<file path="src/shared/prm_pkg.sv">
// Purpose: Shared constants and types for the protection signal routing matrix
// Assumes: 32-bit APB register access, 200 MHz ref_clk
// Notes:   Switch word bit n-1 holds switch position n
package prm_pkg;

  localparam int unsigned CONTACT_SW_W   = 19;
  localparam int unsigned LED_SW_W       = 22;
  localparam int unsigned NUM_CONTACTS   = 5;
  localparam int unsigned NUM_LEDS       = 8;
  localparam int unsigned HOLD_W         = 10;
  localparam int unsigned TARGET_W       = 8;

  // Register byte offsets
  localparam logic [7:0] OFS_CONTACT_BASE = 8'h00;
  localparam logic [7:0] OFS_LED_BASE     = 8'h20;
  localparam logic [7:0] OFS_HOLD_TIME    = 8'h40;
  localparam logic [7:0] OFS_CONTROL      = 8'h44;
  localparam logic [7:0] OFS_STATUS       = 8'h48;
  localparam logic [7:0] OFS_TARGET       = 8'h4c;

  // Reset values and the hold block threshold
  localparam logic [CONTACT_SW_W-1:0] RST_POWER_TRIP  = 19'h01aaa;
  localparam logic [CONTACT_SW_W-1:0] RST_POWER_EMPTY = 19'h00000;
  localparam logic [CONTACT_SW_W-1:0] RST_SIGNAL      = 19'h02555;
  localparam logic [LED_SW_W-1:0]     RST_LED1        = 22'h000004;
  localparam logic [LED_SW_W-1:0]     RST_LED2        = 22'h000008;
  localparam logic [LED_SW_W-1:0]     RST_LED_OTHER   = 22'h000000;
  localparam logic [HOLD_W-1:0]       RST_HOLD_TIME   = 10'h03c;
  localparam logic [HOLD_W-1:0]       HOLD_BLOCK      = 10'h3e7;

  // Control register fields
  localparam int unsigned CTRL_RD_TO_PC3_BIT = 0;

  // Timing
  localparam longint unsigned CLK_HZ          = 64'd200_000_000;
  localparam longint unsigned MINUTE_S        = 64'd60;
  localparam longint unsigned CYCLES_PER_MIN  = CLK_HZ * MINUTE_S;
  localparam int unsigned     CYC_CNT_W       = 34;

  typedef struct packed {
    logic [LED_SW_W-1:0]     led_src;
    logic [CONTACT_SW_W-1:0] contact_src;
    logic                    restart_disable;
  } prm_signals_type;

  typedef struct packed {
    logic                trip_valid;
    logic [TARGET_W-1:0] trip_code;
    logic                manual_clear;
  } prm_trip_type;

endpackage : prm_pkg

</file>
<file path="src/verilog/prm_matrix.sv">
// Purpose: Routes protection signals to five contacts and eight indicators
// Assumes: Protection element outputs are synchronous to ref_clk
// Notes:   A switch word read back equals its checksum
`timescale 1ns/1ps
`default_nettype none
module prm_matrix
  import prm_pkg::*;
#(
  parameter logic [CYC_CNT_W-1:0] CYC_PER_MIN = CYC_CNT_W'(CYCLES_PER_MIN)
) (
  // Clock and reset
  input  wire logic                ref_clk,
  input  wire logic                arst_n,
  // APB slave
  input  wire logic                psel,
  input  wire logic                penable,
  input  wire logic                pwrite,
  input  wire logic [7:0]          paddr,
  input  wire logic [31:0]         pwdata,
  output logic      [31:0]         prdata,
  output logic                     pready,
  output logic                     pslverr,
  // Protection signals and trip targets
  input  wire prm_signals_type     sig_in,
  input  wire prm_trip_type        trip_in,
  // Contact and indicator drivers
  output logic [NUM_CONTACTS-1:0]  contact_out,
  output logic [NUM_LEDS-1:0]      led_out,
  // Trip target display
  output logic                     target_shown,
  output logic [TARGET_W-1:0]      target_code
);

  logic                    rst_sync1_reg;
  logic                    rst_sync2_reg;
  logic                    rst_n;
  logic [CONTACT_SW_W-1:0] cmap_reg [NUM_CONTACTS];
  logic [LED_SW_W-1:0]     lmap_reg [NUM_LEDS];
  logic [HOLD_W-1:0]       hold_reg;
  logic                    rd_pc3_reg;
  logic [NUM_CONTACTS-1:0] contact_reg;
  logic [NUM_LEDS-1:0]     led_reg;
  logic                    shown_reg;
  logic [TARGET_W-1:0]     code_reg;
  logic [31:0]             prdata_reg;
  logic                    pready_reg;
  logic                    pslverr_reg;
  logic                    access;
  logic                    wr_en;
  logic                    hold_expired;
  logic                    take_target;
  logic [31:0]             rd_data_next;
  logic                    rd_err_next;

  function automatic logic addr_in(input logic [7:0] a, input logic [7:0] base,
                                   input int unsigned n);
    return (a >= base) && (a < base + 8'(4 * n)) && (a[1:0] == 2'b00);
  endfunction : addr_in

  function automatic int unsigned word_idx(input logic [7:0] a, input logic [7:0] base);
    return int'(8'(a - base) >> 2);
  endfunction : word_idx

  // Reset release synchroniser
  always_ff @(posedge ref_clk or negedge arst_n) begin
    if (!arst_n) begin
      rst_sync1_reg <= 1'b0;
      rst_sync2_reg <= 1'b0;
    end else begin
      rst_sync1_reg <= 1'b1;
      rst_sync2_reg <= rst_sync1_reg;
    end
  end
  assign rst_n = rst_sync2_reg;

  // APB: one wait state, answer on second access cycle
  assign access = psel && penable && !pready_reg;
  assign wr_en  = psel && penable && pready_reg && pwrite && !pslverr_reg;

  always_ff @(posedge ref_clk or negedge rst_n) begin
    if (!rst_n) begin
      pready_reg <= 1'b0;
    end else begin
      pready_reg <= access;
    end
  end

  // Switch words
  always_ff @(posedge ref_clk or negedge rst_n) begin
    if (!rst_n) begin
      cmap_reg[0] <= RST_POWER_TRIP;
      cmap_reg[1] <= RST_POWER_TRIP;
      cmap_reg[2] <= RST_POWER_EMPTY;
      cmap_reg[3] <= RST_SIGNAL;
      cmap_reg[4] <= RST_SIGNAL;
    end else if (wr_en && addr_in(paddr, OFS_CONTACT_BASE, NUM_CONTACTS)) begin
      cmap_reg[word_idx(paddr, OFS_CONTACT_BASE)] <= pwdata[CONTACT_SW_W-1:0];
    end
  end

  always_ff @(posedge ref_clk or negedge rst_n) begin
    if (!rst_n) begin
      for (int i = 0; i < NUM_LEDS; i++) begin
        lmap_reg[i] <= (i == 0) ? RST_LED1 : (i == 1) ? RST_LED2 : RST_LED_OTHER;
      end
    end else if (wr_en && addr_in(paddr, OFS_LED_BASE, NUM_LEDS)) begin
      lmap_reg[word_idx(paddr, OFS_LED_BASE)] <= pwdata[LED_SW_W-1:0];
    end
  end

  always_ff @(posedge ref_clk or negedge rst_n) begin
    if (!rst_n) begin
      hold_reg   <= RST_HOLD_TIME;
      rd_pc3_reg <= 1'b0;
    end else if (wr_en && paddr == OFS_HOLD_TIME) begin
      hold_reg <= pwdata[HOLD_W-1:0];
    end else if (wr_en && paddr == OFS_CONTROL) begin
      rd_pc3_reg <= pwdata[CTRL_RD_TO_PC3_BIT];
    end
  end

  // Read mux; word value is its checksum with weight 2**(n-1)
  always_comb begin
    rd_data_next = 32'h0;
    rd_err_next  = 1'b0;
    if (addr_in(paddr, OFS_CONTACT_BASE, NUM_CONTACTS)) begin
      rd_data_next = 32'(cmap_reg[word_idx(paddr, OFS_CONTACT_BASE)]);
    end else if (addr_in(paddr, OFS_LED_BASE, NUM_LEDS)) begin
      rd_data_next = 32'(lmap_reg[word_idx(paddr, OFS_LED_BASE)]);
    end else if (paddr == OFS_HOLD_TIME) begin
      rd_data_next = 32'(hold_reg);
    end else if (paddr == OFS_CONTROL) begin
      rd_data_next = 32'(rd_pc3_reg);
    end else if (paddr == OFS_STATUS) begin
      rd_data_next = {19'h0, led_reg, contact_reg};
    end else if (paddr == OFS_TARGET) begin
      rd_data_next = {23'h0, shown_reg, code_reg};
    end else begin
      rd_err_next = 1'b1;
    end
  end

  always_ff @(posedge ref_clk or negedge rst_n) begin
    if (!rst_n) begin
      prdata_reg  <= 32'h0;
      pslverr_reg <= 1'b0;
    end else if (access) begin
      prdata_reg  <= pwrite ? 32'h0 : rd_data_next;
      pslverr_reg <= rd_err_next;
    end else begin
      pslverr_reg <= 1'b0;
    end
  end

  // Contact routing, independent of the hold setting
  always_ff @(posedge ref_clk or negedge rst_n) begin
    if (!rst_n) begin
      contact_reg <= '0;
    end else begin
      for (int i = 0; i < NUM_CONTACTS; i++) begin
        contact_reg[i] <= |(cmap_reg[i] & sig_in.contact_src);
      end
      if (rd_pc3_reg) begin
        contact_reg[2] <= sig_in.restart_disable;
      end
    end
  end

  always_ff @(posedge ref_clk or negedge rst_n) begin
    if (!rst_n) begin
      led_reg <= '0;
    end else begin
      for (int i = 0; i < NUM_LEDS; i++) begin
        led_reg[i] <= |(lmap_reg[i] & sig_in.led_src);
      end
    end
  end

  // Trip target display
  assign take_target = trip_in.trip_valid && (!shown_reg || trip_in.manual_clear || hold_expired);

  always_ff @(posedge ref_clk or negedge rst_n) begin
    if (!rst_n) begin
      shown_reg <= 1'b0;
      code_reg  <= '0;
    end else if (take_target) begin
      shown_reg <= 1'b1;
      code_reg  <= trip_in.trip_code;
    end else if (trip_in.manual_clear) begin
      shown_reg <= 1'b0;
    end
  end

  // Timer restarts on every take, so each shown target gets a full hold
  prm_hold_timer #(
    .CYC_PER_MIN (CYC_PER_MIN)
  ) u_hold_timer (
    .clk      (ref_clk),
    .rst_n    (rst_n),
    .start    (take_target),
    .hold_min (hold_reg),
    .expired  (hold_expired)
  );

  assign prdata       = prdata_reg;
  assign pready       = pready_reg;
  assign pslverr      = pslverr_reg;
  assign contact_out  = contact_reg;
  assign led_out      = led_reg;
  assign target_shown = shown_reg;
  assign target_code  = code_reg;

  AST_PC1_OR: assert property (@(posedge ref_clk) disable iff (!rst_n)
    contact_out[0] == $past(|(cmap_reg[0] & sig_in.contact_src)))
    else $error("power contact 1 not OR of selected signals");

  AST_SC2_OR: assert property (@(posedge ref_clk) disable iff (!rst_n)
    contact_out[4] == $past(|(cmap_reg[4] & sig_in.contact_src)))
    else $error("signal contact 2 not driven by fifth word");

  AST_PC3_OVR: assert property (@(posedge ref_clk) disable iff (!rst_n)
    $past(rd_pc3_reg) |-> contact_out[2] == $past(sig_in.restart_disable))
    else $error("restart disable did not override third power contact");

  AST_LED_OR: assert property (@(posedge ref_clk) disable iff (!rst_n)
    led_out[7] == $past(|(lmap_reg[7] & sig_in.led_src)))
    else $error("indicator 8 not OR of its word");

  AST_HOLD_KEEP: assert property (@(posedge ref_clk) disable iff (!rst_n)
    shown_reg && !hold_expired && !trip_in.manual_clear |=> $stable(code_reg))
    else $error("trip target replaced before hold expired");

  AST_BLOCK: assert property (@(posedge ref_clk) disable iff (!rst_n)
    hold_reg >= HOLD_BLOCK |-> !hold_expired)
    else $error("hold timer expired under block setting");

  AST_TAKE_FIRST: assert property (@(posedge ref_clk) disable iff (!rst_n)
    !shown_reg && trip_in.trip_valid |=> shown_reg && code_reg == $past(trip_in.trip_code))
    else $error("first trip target not displayed");

  AST_APB_ONE_WAIT: assert property (@(posedge ref_clk) disable iff (!rst_n)
    psel && !penable ##1 psel && penable |=> pready ##1 !pready)
    else $error("APB answer not after one wait state");

  AST_ZERO_HOLD: assert property (@(posedge ref_clk) disable iff (!rst_n)
    hold_reg == 10'h000 && $stable(hold_reg) && !take_target && !$past(take_target)
    |-> hold_expired)
    else $error("zero hold time did not allow replacement");

  // Remaining contacts, indicators 1 and 2, bus answers and display updates
  AST_PC2_OR: assert property (@(posedge ref_clk) disable iff (!rst_n)
    contact_out[1] ==
      $past(|(cmap_reg[1] & sig_in.contact_src)))
    else $error("power contact 2 not driven by second word");

  AST_PC3_OR: assert property (@(posedge ref_clk) disable iff (!rst_n)
    !$past(rd_pc3_reg) |->
      contact_out[2] == $past(|(cmap_reg[2] & sig_in.contact_src)))
    else $error("power contact 3 not OR of selected signals");

  AST_SC1_OR: assert property (@(posedge ref_clk) disable iff (!rst_n)
    contact_out[3] ==
      $past(|(cmap_reg[3] & sig_in.contact_src)))
    else $error("signal contact 1 not driven by fourth word");

  AST_LED1_OR: assert property (@(posedge ref_clk) disable iff (!rst_n)
    led_out[0] ==
      $past(|(lmap_reg[0] & sig_in.led_src)))
    else $error("indicator 1 not OR of its word");

  AST_LED2_OR: assert property (@(posedge ref_clk) disable iff (!rst_n)
    led_out[1] ==
      $past(|(lmap_reg[1] & sig_in.led_src)))
    else $error("indicator 2 not OR of its word");

  AST_CW_WIDTH: assert property (@(posedge ref_clk) disable iff (!rst_n)
    psel && penable && pready && !pwrite && addr_in(paddr, OFS_CONTACT_BASE, NUM_CONTACTS)
    |-> prdata[31:CONTACT_SW_W] == '0)
    else $error("contact word read shows bits above nineteen switches");

  AST_LW_WIDTH: assert property (@(posedge ref_clk) disable iff (!rst_n)
    psel && penable && pready && !pwrite && addr_in(paddr, OFS_LED_BASE, NUM_LEDS)
    |-> prdata[31:LED_SW_W] == '0)
    else $error("indicator word read shows bits above twenty-two switches");

  AST_PREADY_PULSE: assert property (@(posedge ref_clk) disable iff (!rst_n)
    pready
    |=> !pready)
    else $error("bus answer lasted more than one cycle");

  AST_ERR_WITH_READY: assert property (@(posedge ref_clk) disable iff (!rst_n)
    pslverr
    |-> pready)
    else $error("bus error shown without an answer");

  AST_ERR_NO_WRITE: assert property (@(posedge ref_clk) disable iff (!rst_n)
    psel && penable && pready && pwrite && pslverr
    |=> $stable(cmap_reg[0]) && $stable(lmap_reg[0]) && $stable(hold_reg))
    else $error("refused write changed a setting");

  AST_CLEAR: assert property (@(posedge ref_clk) disable iff (!rst_n)
    trip_in.manual_clear && !trip_in.trip_valid
    |=> !shown_reg)
    else $error("manual clear did not remove the shown target");

  AST_REPLACE: assert property (@(posedge ref_clk) disable iff (!rst_n)
    shown_reg && hold_expired && trip_in.trip_valid
    |=> shown_reg && code_reg == $past(trip_in.trip_code))
    else $error("newer trip target not shown after hold expired");

  AST_RESTART_TIMER: assert property (@(posedge ref_clk) disable iff (!rst_n)
    take_target
    |=> !hold_expired)
    else $error("hold timer not restarted by a new target");

  AST_HOLD_WR: assert property (@(posedge ref_clk) disable iff (!rst_n)
    psel && penable && pready && pwrite && !pslverr && paddr == OFS_HOLD_TIME
    |=> hold_reg == $past(pwdata[HOLD_W-1:0]))
    else $error("hold setting write did not land");

  AST_CTRL_WR: assert property (@(posedge ref_clk) disable iff (!rst_n)
    psel && penable && pready && pwrite && !pslverr && paddr == OFS_CONTROL
    |=> rd_pc3_reg == $past(pwdata[CTRL_RD_TO_PC3_BIT]))
    else $error("restart disable routing write did not land");

endmodule : prm_matrix
`default_nettype wire

</file>
<file path="src/verilog/prm_hold_timer.sv">
// Purpose: Minute timer that tells when a shown trip target may be replaced
// Assumes: start is a one-cycle pulse when a target is taken
// Notes:   Minute length is a parameter so simulation can shorten it
`timescale 1ns/1ps
`default_nettype none
module prm_hold_timer
  import prm_pkg::*;
#(
  parameter logic [CYC_CNT_W-1:0] CYC_PER_MIN = CYC_CNT_W'(CYCLES_PER_MIN)
) (
  // Clock and reset
  input  wire logic              clk,
  input  wire logic              rst_n,
  // Control
  input  wire logic              start,
  input  wire logic [HOLD_W-1:0] hold_min,
  // Status
  output var  logic              expired
);

  logic [CYC_CNT_W-1:0] cyc_reg;
  logic [HOLD_W-1:0]    min_reg;
  logic                 expired_reg;

  always_ff @(posedge clk or negedge rst_n) begin
    if (!rst_n) begin
      cyc_reg <= '0;
      min_reg <= '0;
    end else if (start) begin
      cyc_reg <= '0;
      min_reg <= '0;
    end else if (cyc_reg == CYC_PER_MIN - 1'b1) begin
      cyc_reg <= '0;
      if (min_reg != {HOLD_W{1'b1}}) begin
        min_reg <= min_reg + 1'b1;
      end
    end else begin
      cyc_reg <= cyc_reg + 1'b1;
    end
  end

  // Settings at or above the block value never expire
  always_ff @(posedge clk or negedge rst_n) begin
    if (!rst_n) begin
      expired_reg <= 1'b0;
    end else begin
      expired_reg <= !start && (hold_min < HOLD_BLOCK) && (min_reg >= hold_min);
    end
  end

  assign expired = expired_reg && (hold_min < HOLD_BLOCK);

endmodule : prm_hold_timer
`default_nettype wire

</file>
<file path="config.mk">
export PLATFORM = sky130hd
export DESIGN_NAME = prm_matrix
export DESIGN_NICKNAME = d
export VERILOG_FILES = /design/src/shared/prm_pkg.sv /design/src/verilog/prm_matrix.sv /design/src/verilog/prm_hold_timer.sv
export SDC_FILE = /design/constraint.sdc
export NUM_CORES = 1
export LEC_CHECK = 0
export ABC_AREA = 1
export BUFFER_PORTS_ARGS = -buffer_cell sky130_fd_sc_hd__buf_4
export CORE_MARGIN = 3
export CORE_UTILIZATION = 25
export DETAILED_ROUTE_END_ITERATION = 16
export GPL_ROUTABILITY_DRIVEN = 0
export GPL_TIMING_DRIVEN = 0
export PLACE_DENSITY = 0.42
export SYNTH_ARGS = -nofsm -noshare
export SYNTH_HDL_FRONTEND = slang
export SYNTH_SLANG_ARGS = --single-unit
</file>
<file path="constraint.sdc">
create_clock -name ref_clk -period 21.4 [get_ports ref_clk]
set_input_delay 0 -clock ref_clk [delete_from_list [all_inputs] [get_ports ref_clk]]
set_output_delay 0 -clock ref_clk [all_outputs]
set_load 0.005 [all_outputs]
</file>
==> flow_metrics.tcl, run 1 <==
set metrics [dict create \
    setup_violations 0 \
    critical-path-slowest-cell "sky130_fd_sc_hd__dfrtp_1" \
    hold_path_class "input port to flop" \
    netlist.top_cell.by_area "sky130_fd_sc_hd__dfrtp_1" \
    synth_cell_types 43 \
    synth_edf_count 0 \
    seqPwrFrac 0.426 \
    finalClockSkew_ns 0.02443 \
    async_reset_ff_frac 1.000 \
    required_ns 21.86 \
    clock_sink_count 375 \
    io_pins 153 \
    post_synth_inst_count 2706 \
    max_freq_mhz 381.0 \
    chipWidth_um 288.1 \
    powerDensity_nw_per_um2 70.70 \
    comb_power_share 0.099 \
    antennaDiodeCount 0 \
    clockBufferDepth 3 \
    critical_path_arrival_ns 3.08 \
    cts_tree "built" \
    outcome "completed" \
    slowest_delay_ns 0.47 \
    clock_insertion_delay_worst_skew_ns 0.58 \
    drt_wl_total_um 83400 \
    netSwitchingFraction 0.2644 \
    synthesis.area_sq_um 19890 \
    largest_reg_flops 176 \
    die_h_um 288.1 \
    relSlewSlack 0.1925 \
    worstSetupPathType "flop to flop" \
    placed_cells_incl_taps 3877 \
    max-cap-violations 0 \
    synth_largest_type_area_fraction 0.4290 \
    drt-pass1-iter-count 6 \
    overall_via_count_from_detail_route 19320 \
    timing.hold.worst.start "sig_in[34]" \
    report.final.hold_viol_count 0 \
    detail-route-antenna-nets 0 \
    p_int_w 0.001267 \
    report.final.slew_viol_count 0 \
    synth.top_cells.by_area "sky130_fd_sc_hd__dfrtp_1 43%, sky130_fd_sc_hd__nand2_1 17%, sky130_fd_sc_hd__o21ai_0 7.2%, sky130_fd_sc_hd__nor2_1 6.5%, sky130_fd_sc_hd__dfstp_2 4.5%" \
    layout-drive-gt1-share 0.1051 \
    r2r_cells 9 \
    r2r-end "u_hold_timer.cyc_reg[31]$_DFF_PN0_" \
    setup_total_negative_slack_ns 0 \
    reg2reg_slack_ns 18.78 \
    flip_flop_and_latch_count_after_synthesis 375 \
    path_cells "ha_1 -> nand2_1 -> nor2_1 -> nand2_1 -> nor2_1 -> nand3_1 -> nand2_1 -> buf_2 -> nor2_1" \
    grt_pass1_wl_um 123500 \
    timing.critical_path.fanout_max 10 \
    congestion_overflow_gr 0 \
    timing.critical_path.to_type "flop" \
    die_area_sq_um 82980 \
    layout.cells.most_common "sky130_fd_sc_hd__nand2_1" \
    timing.critical_path.buf_inv 1 \
    report.power.total_w 0.001722 \
    vdd.ir_drop.worst_mv 0.05146 \
    drt_iter0_drc 1776 \
    final_layout_fill_cell_count 8515 \
    area.growth.synth_to_final_pct 22.47 \
    detail_route.drc_violations 0 \
    via_per_inst 4.806 \
    max_slew.worst_pin.slew_ns 1.211 \
    worst_r2r_startpoint "u_hold_timer.cyc_reg[0]$_DFF_PN0_" \
    power_frac_clock 0.475 \
    avgSynthCellArea_sq_um 7.350 \
    most-common-layout-cells "903 x sky130_fd_sc_hd__nand2_1, 342 x sky130_fd_sc_hd__nor2_1, 340 x sky130_fd_sc_hd__dfrtp_1, 287 x sky130_fd_sc_hd__o21ai_0, 209 x sky130_fd_sc_hd__inv_1" \
    cts-buffers-inserted 47 \
    grt_antenna_before_repair 4 \
    grt_pass1_vias 18950 \
    finish.net_count 3054 \
    post-dp-hpwl_um 64760 \
    groute.usage.overall 0.2000 \
    hold_path_end "led_out[5]$_DFF_PN0_" \
    period_needed_ns 2.624 \
    timing.hold.worst_path_depth 5 \
    netSwitchingPower_w 0.0004553 \
    leakagePower_nw 11.32 \
    core-area_sq_um 78100 \
    crit_path_leading_delay_family "simple AND/OR/NAND/NOR gates" \
    grt_setup_unrepaired "false" \
    num_rows 102 \
    buffer_ports.inserted 117 \
    clk_pin_slew_ns 0.06 \
    share_of_the_clock_period_used_by_the_worst_path_after_layout 0.1226 \
    wire_per_inst_um 20.75 \
    ys_dominant_reg_cell "sky130_fd_sc_hd__dfrtp_1" \
    h_tree_lvls 2 \
    stdcell_count 4019 \
    floorplan.initialDensity 0.2547 \
    grt_start_max_net_pins 67 \
    clockRootBuffer "sky130_fd_sc_hd__clkbuf_16" \
    cp-start-kind "flop" \
    yosysWarnings 0 \
    post_cts_resized 0 \
    synth.yosys.seq_area_share 0.4739 \
]
==> cells by family after synthesis <==
logic type	share of synthesized area
other	0.0003776
adder cells (fa/ha/maj)	0.009436
AO/OA/AOI/OAI	0.1277
buffers and inverters	0.07662
XOR/XNOR	0.01585
AND/OR/NAND/NOR	0.2961
flip-flops	0.4739
==> how the worst max path moves through the flow <==
stage	from	endpoint	slack, ns	cells past startpoint
after floorplan	rst_n$_DFF_PN0_	cmap_reg[11]$_DFFE_PN0P_	10.23	0
after global placement	rst_n$_DFF_PN0_	u_hold_timer.cyc_reg[7]$_DFF_PN0_	5.08	0
after detailed placement	paddr[2]	prdata[8]$_DFFE_PN0P_	18.72	12
after CTS	u_hold_timer.cyc_reg[0]$_DFF_PN0_	u_hold_timer.cyc_reg[31]$_DFF_PN0_	18.78	9
after global routing	u_hold_timer.cyc_reg[0]$_DFF_PN0_	u_hold_timer.cyc_reg[31]$_DFF_PN0_	18.57	9
final	u_hold_timer.cyc_reg[0]$_DFF_PN0_	u_hold_timer.cyc_reg[31]$_DFF_PN0_	18.78	9
==> what timing repair did <==
item | in CTS | in global routing
hold endpoints to repair | 120 | 0
setup buffers | 0 | 0
hold buffers | 56 | 0
==> through the flow <==
stage / hold WS, ns / worst slack (ns) / util / cell area (sq um)
final: 0.03176 / 18.78 / 0.3119 / 24360
after global routing: 0.05336 / 18.57 / 0.3119 / 24360
after CTS: 0.001298 / 18.78 / 0.3119 / 24360
after detailed placement: -0.2140 / 18.72 / 0.2848 / 22250
after global placement: -0.2167 / 5.081 / 0.2830 / 22100
after floorplan: -0.2956 / 10.23 / - / 19920
==> cell usage after synthesis (14+ instances only) <==
master,instances
sky130_fd_sc_hd__nand2_1,903
sky130_fd_sc_hd__nor2_1,342
sky130_fd_sc_hd__dfrtp_1,341
sky130_fd_sc_hd__o21ai_0,287
sky130_fd_sc_hd__inv_1,209
sky130_fd_sc_hd__nand3_1,92
sky130_fd_sc_hd__clkbuf_1,90
sky130_fd_sc_hd__o21ai_1,61
sky130_fd_sc_hd__a21oi_1,44
sky130_fd_sc_hd__buf_2,43
sky130_fd_sc_hd__nand4_1,40
sky130_fd_sc_hd__dfstp_2,34
sky130_fd_sc_hd__nor3_1,34
sky130_fd_sc_hd__o22ai_1,31
sky130_fd_sc_hd__xor2_1,24
sky130_fd_sc_hd__a221oi_1,22
sky130_fd_sc_hd__a22o_1,17
sky130_fd_sc_hd__ha_1,15
sky130_fd_sc_hd__buf_4,14
==> worst min-delay path, delay by kind of cell <==
family	cells	cell delay, ns
AO/OA/AOI/OAI	1	0.07
AND/OR/NAND/NOR	3	0.35
buffers and inverters	1	0.11
==> power by group through the flow <==
stage          clock, W  sequential, W  combinational [W]
2_1_floorplan         0       0.000751          0.0000765
3_3_place_gp          0       0.000758           0.000148
3_5_place_dp          0       0.000747           0.000165
4_1_cts        0.000841       0.000734           0.000173
5_1_grt        0.000872       0.000736           0.000187
6_report       0.000819       0.000734           0.000170
==> routing by layer <==
metal,GRT usage,wire [um]
met1,0.2775,37940
met4,0.06028,2467
met2,0.3210,37860
met5,0,25
met3,0.03017,5106
==> area by class of cell <==
type,count,area [sq um],share of cell area
inverters,213,802.0,0.03292
well taps,1040,1301,0.05342
multi-input cells,1969,8974,0.3684
repair buffers,178,1577,0.06472
clock inverters,16,211.5,0.008680
clock buffers,70,1343,0.05511
plain buffers,158,721.9,0.02964
flip-flops and latches,375,9430,0.3871
Power figures use the tool's default switching activity.
==> inputs of run 2 (changes only) <==
==> constraint.sdc (replaced) <==
create_clock -name ref_clk -period 2.5 [get_ports ref_clk]
set_input_delay 0 -clock ref_clk [delete_from_list [all_inputs] [get_ports ref_clk]]
set_output_delay 0 -clock ref_clk [all_outputs]
set_load 0.005 [all_outputs]
==> run 2 against run 1 <==
  * Critical path depth fell by 4
  * Sequential share of layout area fell by 0.073 points
  * Sequential cell count did not move
  * Setup slack got worse by 19 ns
  * Hold slack improved by 0.014 ns
  * Non-clock buffer count rose by 2
==> flow_metrics.tcl, run 2 (synthesis results as in run 1) <==
set metrics [dict create \
    cts-buffers-inserted 47 \
    clock_sink_count 375 \
    crit_path_leading_delay_family "buffers and inverters" \
    post_cts_buffers 0 \
    netSwitchingPower_w 0.003993 \
    timing.hold.worst_path_depth 5 \
    share_of_the_clock_period_used_by_the_worst_path_after_layout 0.9158 \
    placed_cells_incl_taps 3878 \
    critical_path_arrival_ns 2.76 \
    critPathMostFrequentCell "sky130_fd_sc_hd__dlygate4sd3_1" \
    clock_insertion_delay_worst_skew_ns 0.61 \
    max_slew.worst_pin.slew_ns 1.194 \
    grt_antenna_before_repair 3 \
    report.power.total_w 0.01469 \
    layout-drive-gt1-share 0.1085 \
    drt_iter0_drc 1696 \
    drt_wl_total_um 83500 \
    power_frac_clock 0.473 \
    fin_ws_ns 0.2105 \
    timing.critical_path.fanout_max 3 \
    place_area_sq_um 22270 \
    timing.critical_path.buf_inv 2 \
    clk_pin_slew_ns 0.06 \
    io_pins 153 \
    cp-start-kind "flop" \
    worstSetupPathType "flop to flop" \
    worst_r2r_startpoint "lmap_reg[15]$_DFFE_PN0P_" \
    core-area_sq_um 78100 \
    via_per_inst 4.835 \
    clockRootBuffer "sky130_fd_sc_hd__clkbuf_16" \
    multi_input_logic_area_sq_um 8986 \
    grt_setup_unrepaired "false" \
    floorplan.initialDensity 0.2547 \
    design_area_sq_um 24410 \
    path_cells "a22o_1 -> nor3_1 -> dlygate4sd3_1 -> nand4_1 -> dlygate4sd3_1" \
    period_needed_ns 2.290 \
    max_freq_mhz 436.8 \
    powerDensity_nw_per_um2 601.9 \
    chipWidth_um 288.1 \
    vdd.ir_drop.worst_mv 0.5760 \
    slowest_delay_ns 0.65 \
    reg2reg_slack_ns 0.21 \
    h_tree_lvls 2 \
    wire_per_inst_um 20.79 \
    drt-pass1-iter-count 7 \
    final_layout_fill_cell_count 8472 \
    report.final.slew_viol_count 0 \
    sequential_cell_area_sq_um 9430 \
    netSwitchingFraction 0.2718 \
    final_util 0.3125 \
    overall_via_count_from_detail_route 19420 \
    hold_path_class "input port to flop" \
    detail_route.drc_violations 0 \
    hold_path_end "led_out[5]$_DFF_PN0_" \
    p_int_w 0.01070 \
    die_area_sq_um 82980 \
    cts_tree "built" \
    die_h_um 288.1 \
    grt_start_max_net_pins 67 \
    stdcell_count 4017 \
    outcome "completed" \
    timing.critical_path.to_type "flop" \
    antennaDiodeCount 0 \
    finalClockSkew_ns 0.03161 \
    r2r-end "led_out[7]$_DFF_PN0_" \
    seqPwrFrac 0.427 \
    leakagePower_nw 11.34 \
    detail-route-antenna-nets 0 \
    post-dp-hpwl_um 64790 \
    clockBufferDepth 3 \
    finish.net_count 3056 \
    congestion_overflow_gr 0 \
    report.final.hold_viol_count 0 \
    layout.cells.most_common "sky130_fd_sc_hd__nand2_1" \
    comb_power_share 0.101 \
    relSlewSlack 0.2042 \
    timing.hold.worst.start "sig_in[34]" \
    critical-path-slowest-cell "sky130_fd_sc_hd__dlygate4sd3_1" \
    max-cap-violations 0 \
    groute.usage.overall 0.1989 \
    pre_cts_ws_ns -0.1526 \
    required_ns 2.97 \
    setup_violations 0 \
    area.growth.synth_to_final_pct 22.70 \
    buffer_ports.inserted 117 \
    grt_pass1_vias 19020 \
    most-common-layout-cells "902 x sky130_fd_sc_hd__nand2_1, 342 x sky130_fd_sc_hd__nor2_1, 340 x sky130_fd_sc_hd__dfrtp_1, 287 x sky130_fd_sc_hd__o21ai_0, 209 x sky130_fd_sc_hd__inv_1" \
    grt_pass1_wl_um 122700 \
    largest_reg_flops 176 \
    r2r_cells 5 \
    num_rows 102 \
]
[run 2: cell count changes in the layout (fill, tap and decap cells not counted), sizes merged]
cell and change:
clkinv +2, clkbuf -5, dlygate4sd3 +1, clkinvlp +3
bufinv -3
[run 2: metrics by stage]
stage	setup TNS, ns	hold slack [ns]
6_report	0	0.04623
2_1_floorplan	-408.21	-0.2956
4_1_cts	0	0.01022
3_3_place_gp	-1003.37	-0.2164
5_1_grt	0	0.04594
3_5_place_dp	-1.589	-0.2140
[run 2: cell type report]
class                           instances  share of cell area
Buffer                                158             0.02968
Clock buffer                           64             0.05665
Clock inverter                         18            0.006767
Inverter                              213             0.03286
Multi-Input combinational cell       1969              0.3682
Sequential cell                       375              0.3864
Tap cell                             1040             0.05332
Timing Repair Buffer                  180             0.06613
[run 2: what timing repair did]
item                                    in CTS  in global routing
endpoints found under the setup margin      10                 24
resized for setup                            1                  3
endpoints found under the hold margin      121                  0
hold buffers                                57                  0
[run 2: tightest hold or removal path, stage by stage]
cell,delay (ns)
sky130_fd_sc_hd__buf_4,0.11
sky130_fd_sc_hd__nand2_1,0.08
sky130_fd_sc_hd__nand4_1,0.08
sky130_fd_sc_hd__a221oi_1,0.06
sky130_fd_sc_hd__nand4_1,0.23
[run 2: worst max path at each step]
stage	from	end	slack (ns)	cells past startpoint
after global routing	hold_reg[5]$_DFFE_PN1N_	u_hold_timer.min_reg[8]$_DFFE_PN0P_	0.02	11
final	lmap_reg[15]$_DFFE_PN0P_	led_out[7]$_DFF_PN0_	0.21	5
after floorplan	rst_n$_DFF_PN0_	cmap_reg[11]$_DFFE_PN0P_	-1.18	0
after CTS	u_hold_timer.cyc_reg[0]$_DFF_PN0_	u_hold_timer.cyc_reg[30]$_DFF_PN0_	0.09	9
after detailed placement	paddr[2]	prdata[1]$_DFFE_PN0P_	-0.15	12
after global placement	rst_n$_DFF_PN0_	lmap_reg[27]$_DFFE_PN0P_	-2.85	0
[run 2: per-layer routing]
| layer | part of all wire | track usage |
|---|---|---|
| met5 | 0.00011 | 0 |
| met4 | 0.032 | 0.06940 |
| met1 | 0.45 | 0.2755 |
| met2 | 0.45 | 0.3145 |
| met3 | 0.063 | 0.03135 |
[run 2: power groups by stage]
stage / logic, W / clock network (W) / registers (W)
after floorplan: 0.000655 / 0 / 0.00642
after global placement: 0.00127 / 0 / 0.00649
after detailed placement: 0.00144 / 0 / 0.00638
after CTS: 0.00150 / 0.00713 / 0.00627
after global routing: 0.00163 / 0.00735 / 0.00629
final: 0.00148 / 0.00694 / 0.00627
==> inputs of run 3 (changes only) <==
--- a/config.mk
+++ b/config.mk
@@ -11,8 +11,8 @@
 export CORE_UTILIZATION = 25
 export DETAILED_ROUTE_END_ITERATION = 16
 export GPL_ROUTABILITY_DRIVEN = 0
-export GPL_TIMING_DRIVEN = 0
 export PLACE_DENSITY = 0.42
 export SYNTH_ARGS = -nofsm -noshare
 export SYNTH_HDL_FRONTEND = slang
+export SYNTH_HIERARCHICAL = 1
 export SYNTH_SLANG_ARGS = --single-unit
==> run 3 against run 2 <==
  * Count of clock-buffer cells in the layout grew 12
  * Design area rose by 1.3%
  * Global-route usage shrank 1.2 points
  * Sequential cell count unchanged
  * Maximum frequency is 4.6% lower
  * Combinational power is 4% lower
  * Power shrank 1.1%
==> flow_metrics.tcl, run 3 <==
set metrics [dict create \
    vdd.ir_drop.worst_mv 0.5495 \
    yosysWarnings 6 \
    drt_wl_total_um 78110 \
    timing.critical_path.fanout_max 3 \
    finalClockSkew_ns 0.05588 \
    worstSetupPathType "flop to flop" \
    fin_ws_ns 0.09959 \
    adder_cell_share_of_the_synthesized_area 0.009447 \
    highest-signal-layer "met5" \
    grt_pass1_vias 18640 \
    synth_edf_count 0 \
    powerDensity_nw_per_um2 587.5 \
    fraction_of_the_mapped_netlist_area_in_compound_gates 0.1345 \
    floorplan.initialDensity 0.2544 \
    route.met3.wl_um 4365 \
    synth_top_family_by_area "simple AND/OR/NAND/NOR gates" \
    synth_cell_types 51 \
    die_area_sq_um 82880 \
    synth.top_cells.by_area "sky130_fd_sc_hd__dfrtp_1 43%, sky130_fd_sc_hd__nand2_1 17%, sky130_fd_sc_hd__o21ai_0 7.8%, sky130_fd_sc_hd__nor2_1 5.0%, sky130_fd_sc_hd__dfstp_2 4.5%" \
    most-common-layout-cells "904 x sky130_fd_sc_hd__nand2_1, 340 x sky130_fd_sc_hd__dfrtp_1, 309 x sky130_fd_sc_hd__o21ai_0, 263 x sky130_fd_sc_hd__nor2_1, 225 x sky130_fd_sc_hd__inv_1" \
    detail-route-antenna-nets 0 \
    overall_via_count_from_detail_route 18770 \
    async_reset_ff_frac 1.000 \
    drt_iter0_drc 1771 \
    share_of_the_clock_period_used_by_the_worst_path_after_layout 0.9602 \
    h_tree_lvls 2 \
    cp-start-kind "flop" \
    post-dp-hpwl_um 56650 \
    synthesis.area_sq_um 19870 \
    power_frac_clock 0.470 \
    ys_dominant_reg_cell "sky130_fd_sc_hd__dfrtp_1" \
    met1_length_um 35720 \
    io_pins 153 \
    synth_simple_gate_area_frac 0.2967 \
    core-area_sq_um 78100 \
    leakagePower_nw 11.48 \
    via_per_inst 4.747 \
    required_ns 2.96 \
    avgSynthCellArea_sq_um 7.443 \
    sequential_cell_area_sq_um 9430 \
    place_area_sq_um 22260 \
    hold_path_class "input port to flop" \
    clockBufferDepth 3 \
    drt-pass1-iter-count 5 \
    cts_tree "built" \
    congestion_overflow_gr 0 \
    cts-buffers-inserted 48 \
    largest_reg_flops 176 \
    groute.usage.overall 0.1874 \
    setup_total_negative_slack_ns 0 \
    multi_input_logic_area_sq_um 8955 \
    max-cap-violations 0 \
    pre_cts_ws_ns 0.06414 \
    grt_setup_unrepaired "false" \
    outcome "completed" \
    setup_violations 0 \
    chipWidth_um 287.9 \
    timing.critical_path.to_type "flop" \
    wire_per_inst_um 19.76 \
    area.growth.synth_to_final_pct 24.43 \
    period_needed_ns 2.400 \
    die_h_um 287.9 \
    synth.cells.most_frequent "906 x sky130_fd_sc_hd__nand2_1, 341 x sky130_fd_sc_hd__dfrtp_1, 309 x sky130_fd_sc_hd__o21ai_0, 264 x sky130_fd_sc_hd__nor2_1, 226 x sky130_fd_sc_hd__inv_1" \
    max_freq_mhz 416.6 \
    critical_path_arrival_ns 2.86 \
    post_synth_inst_count 2669 \
    layout.cells.most_common "sky130_fd_sc_hd__nand2_1" \
    clk_pin_slew_ns 0.06 \
    layout-drive-gt1-share 0.1373 \
    buffer_ports.inserted 132 \
    design_area_sq_um 24720 \
    synthMostInstantiatedCell "sky130_fd_sc_hd__nand2_1" \
    antennaDiodeCount 0 \
    wl_met2_um 36150 \
    grt_pass1_wl_um 118300 \
    final_util 0.3165 \
    seqPwrFrac 0.432 \
    netSwitchingFraction 0.2659 \
    clockRootBuffer "sky130_fd_sc_hd__clkbuf_16" \
    post_cts_buffers 0 \
    report.final.hold_viol_count 0 \
    synth.mux.area_fraction 0 \
    final_layout_fill_cell_count 8483 \
    flip_flop_and_latch_count_after_synthesis 375 \
    clock_insertion_delay_worst_skew_ns 0.62 \
    netSwitchingPower_w 0.003862 \
    synth_largest_type_area_fraction 0.4295 \
    grt_antenna_before_repair 4 \
    num_rows 102 \
    detail_route.drc_violations 0 \
    max_slew.worst_pin.slew_ns 0.9883 \
    relSlewSlack 0.3404 \
    synth.yosys.seq_area_share 0.4745 \
    finish.net_count 2985 \
    netlist.top_cell.by_area "sky130_fd_sc_hd__dfrtp_1" \
    report.final.slew_viol_count 0 \
    synthXorXnorAreaFrac 0.007054 \
    clock_sink_count 375 \
    comb_power_share 0.098 \
    grt_start_max_net_pins 92 \
    p_int_w 0.01066 \
]
[run 3: cell count changes in the layout (fill, tap and decap cells not counted), moves of 22 or more]
| cell | delta |
|---|---|
| sky130_fd_sc_hd__buf_2 | -42 |
| sky130_fd_sc_hd__buf_4 | +44 |
| sky130_fd_sc_hd__clkbuf_1 | -77 |
| sky130_fd_sc_hd__dlygate4sd3_1 | +31 |
| sky130_fd_sc_hd__nor2_1 | -79 |
| sky130_fd_sc_hd__o21ai_0 | +22 |
| sky130_fd_sc_hd__o21ai_1 | -45 |
[run 3: timing repair]
item / in CTS / in global routing
hold buffers: 88 / 0
endpoints found under the setup margin: 0 / 23
gates resized for setup: 0 / 7
hold endpoints to repair: 238 / 0
[run 3: path summary, 6_finish.rpt]
check	startpoint	endpoint	slack, ns	cells past startpoint
setup / recovery	lmap_reg[155]$_DFFE_PN0P_	led_out[0]$_DFF_PN0_	0.1	5
hold / removal	paddr[3]	rd_pc3_reg$_DFFE_PN0P_	0.05	6
setup reg to reg	lmap_reg[155]$_DFFE_PN0P_	led_out[0]$_DFF_PN0_	0.1	5
hold reg to reg	rst_n$_DFF_PN0_	cmap_reg[93]$_DFFE_PN0P_	0.25	0
max in group asynchronous	rst_n$_DFF_PN0_	lmap_reg[4]$_DFFE_PN0P_	1.29	2
min in group asynchronous	rst_n$_DFF_PN0_	cmap_reg[93]$_DFFE_PN0P_	0.25	0
[run 3: cell families after synthesis]
logic type / count (synthesis)
AOI/OAI and AO/OA: 475
adders and majority gates: 15
buffers and inverters: 372
DFF: 375
and+or+nand+nor: 1414
other: 2
xor gates and xnor gates: 16
[run 3: worst max-delay path, cell delays in order (launching register included)]
cell and delay [ns]:
sky130_fd_sc_hd__dfrtp_1 0.41, sky130_fd_sc_hd__nand2_1 0.19, sky130_fd_sc_hd__o21ai_0 0.12, sky130_fd_sc_hd__a221oi_1 0.58, sky130_fd_sc_hd__nand4_1 0.28, sky130_fd_sc_hd__dlygate4sd3_1 0.67
[run 3: power groups by stage]
stage	combinational (W)	sequential, W	clock [W]
after floorplan	0.000601	0.00643	0
after global placement	0.00133	0.00638	0
after detailed placement	0.00133	0.00638	0
after CTS	0.00144	0.00628	0.00705
after global routing	0.00158	0.00629	0.00729
final	0.00142	0.00628	0.00683
[run 3: stage by stage]
stage,total power (W),hold WS (ns),instances
final,0.01452,0.04835,3953
after global routing,0.01516,0.06612,3953
after CTS,0.01476,0.002971,3953
after detailed placement,0.007712,-0.2132,3775
after global placement,0.007706,-0.2148,3775
after floorplan,0.007026,-0.2956,2678
[run 3: routing by layer]
layer  vias up  global-route usage
met5         -                   0
met3       118             0.02573
li1       8973                   -
met4         6             0.04711
met2       538              0.3067
met1      9130              0.2606
[run 3: layout make-up]
class                   count  area share
inverters                 234     0.03573
clock inverters            14    0.006023
flip-flops and latches    375      0.3815
multi-input cells        1931      0.3623
well taps                1040     0.05264
clock buffers              76     0.05689
repair buffers            283      0.1050
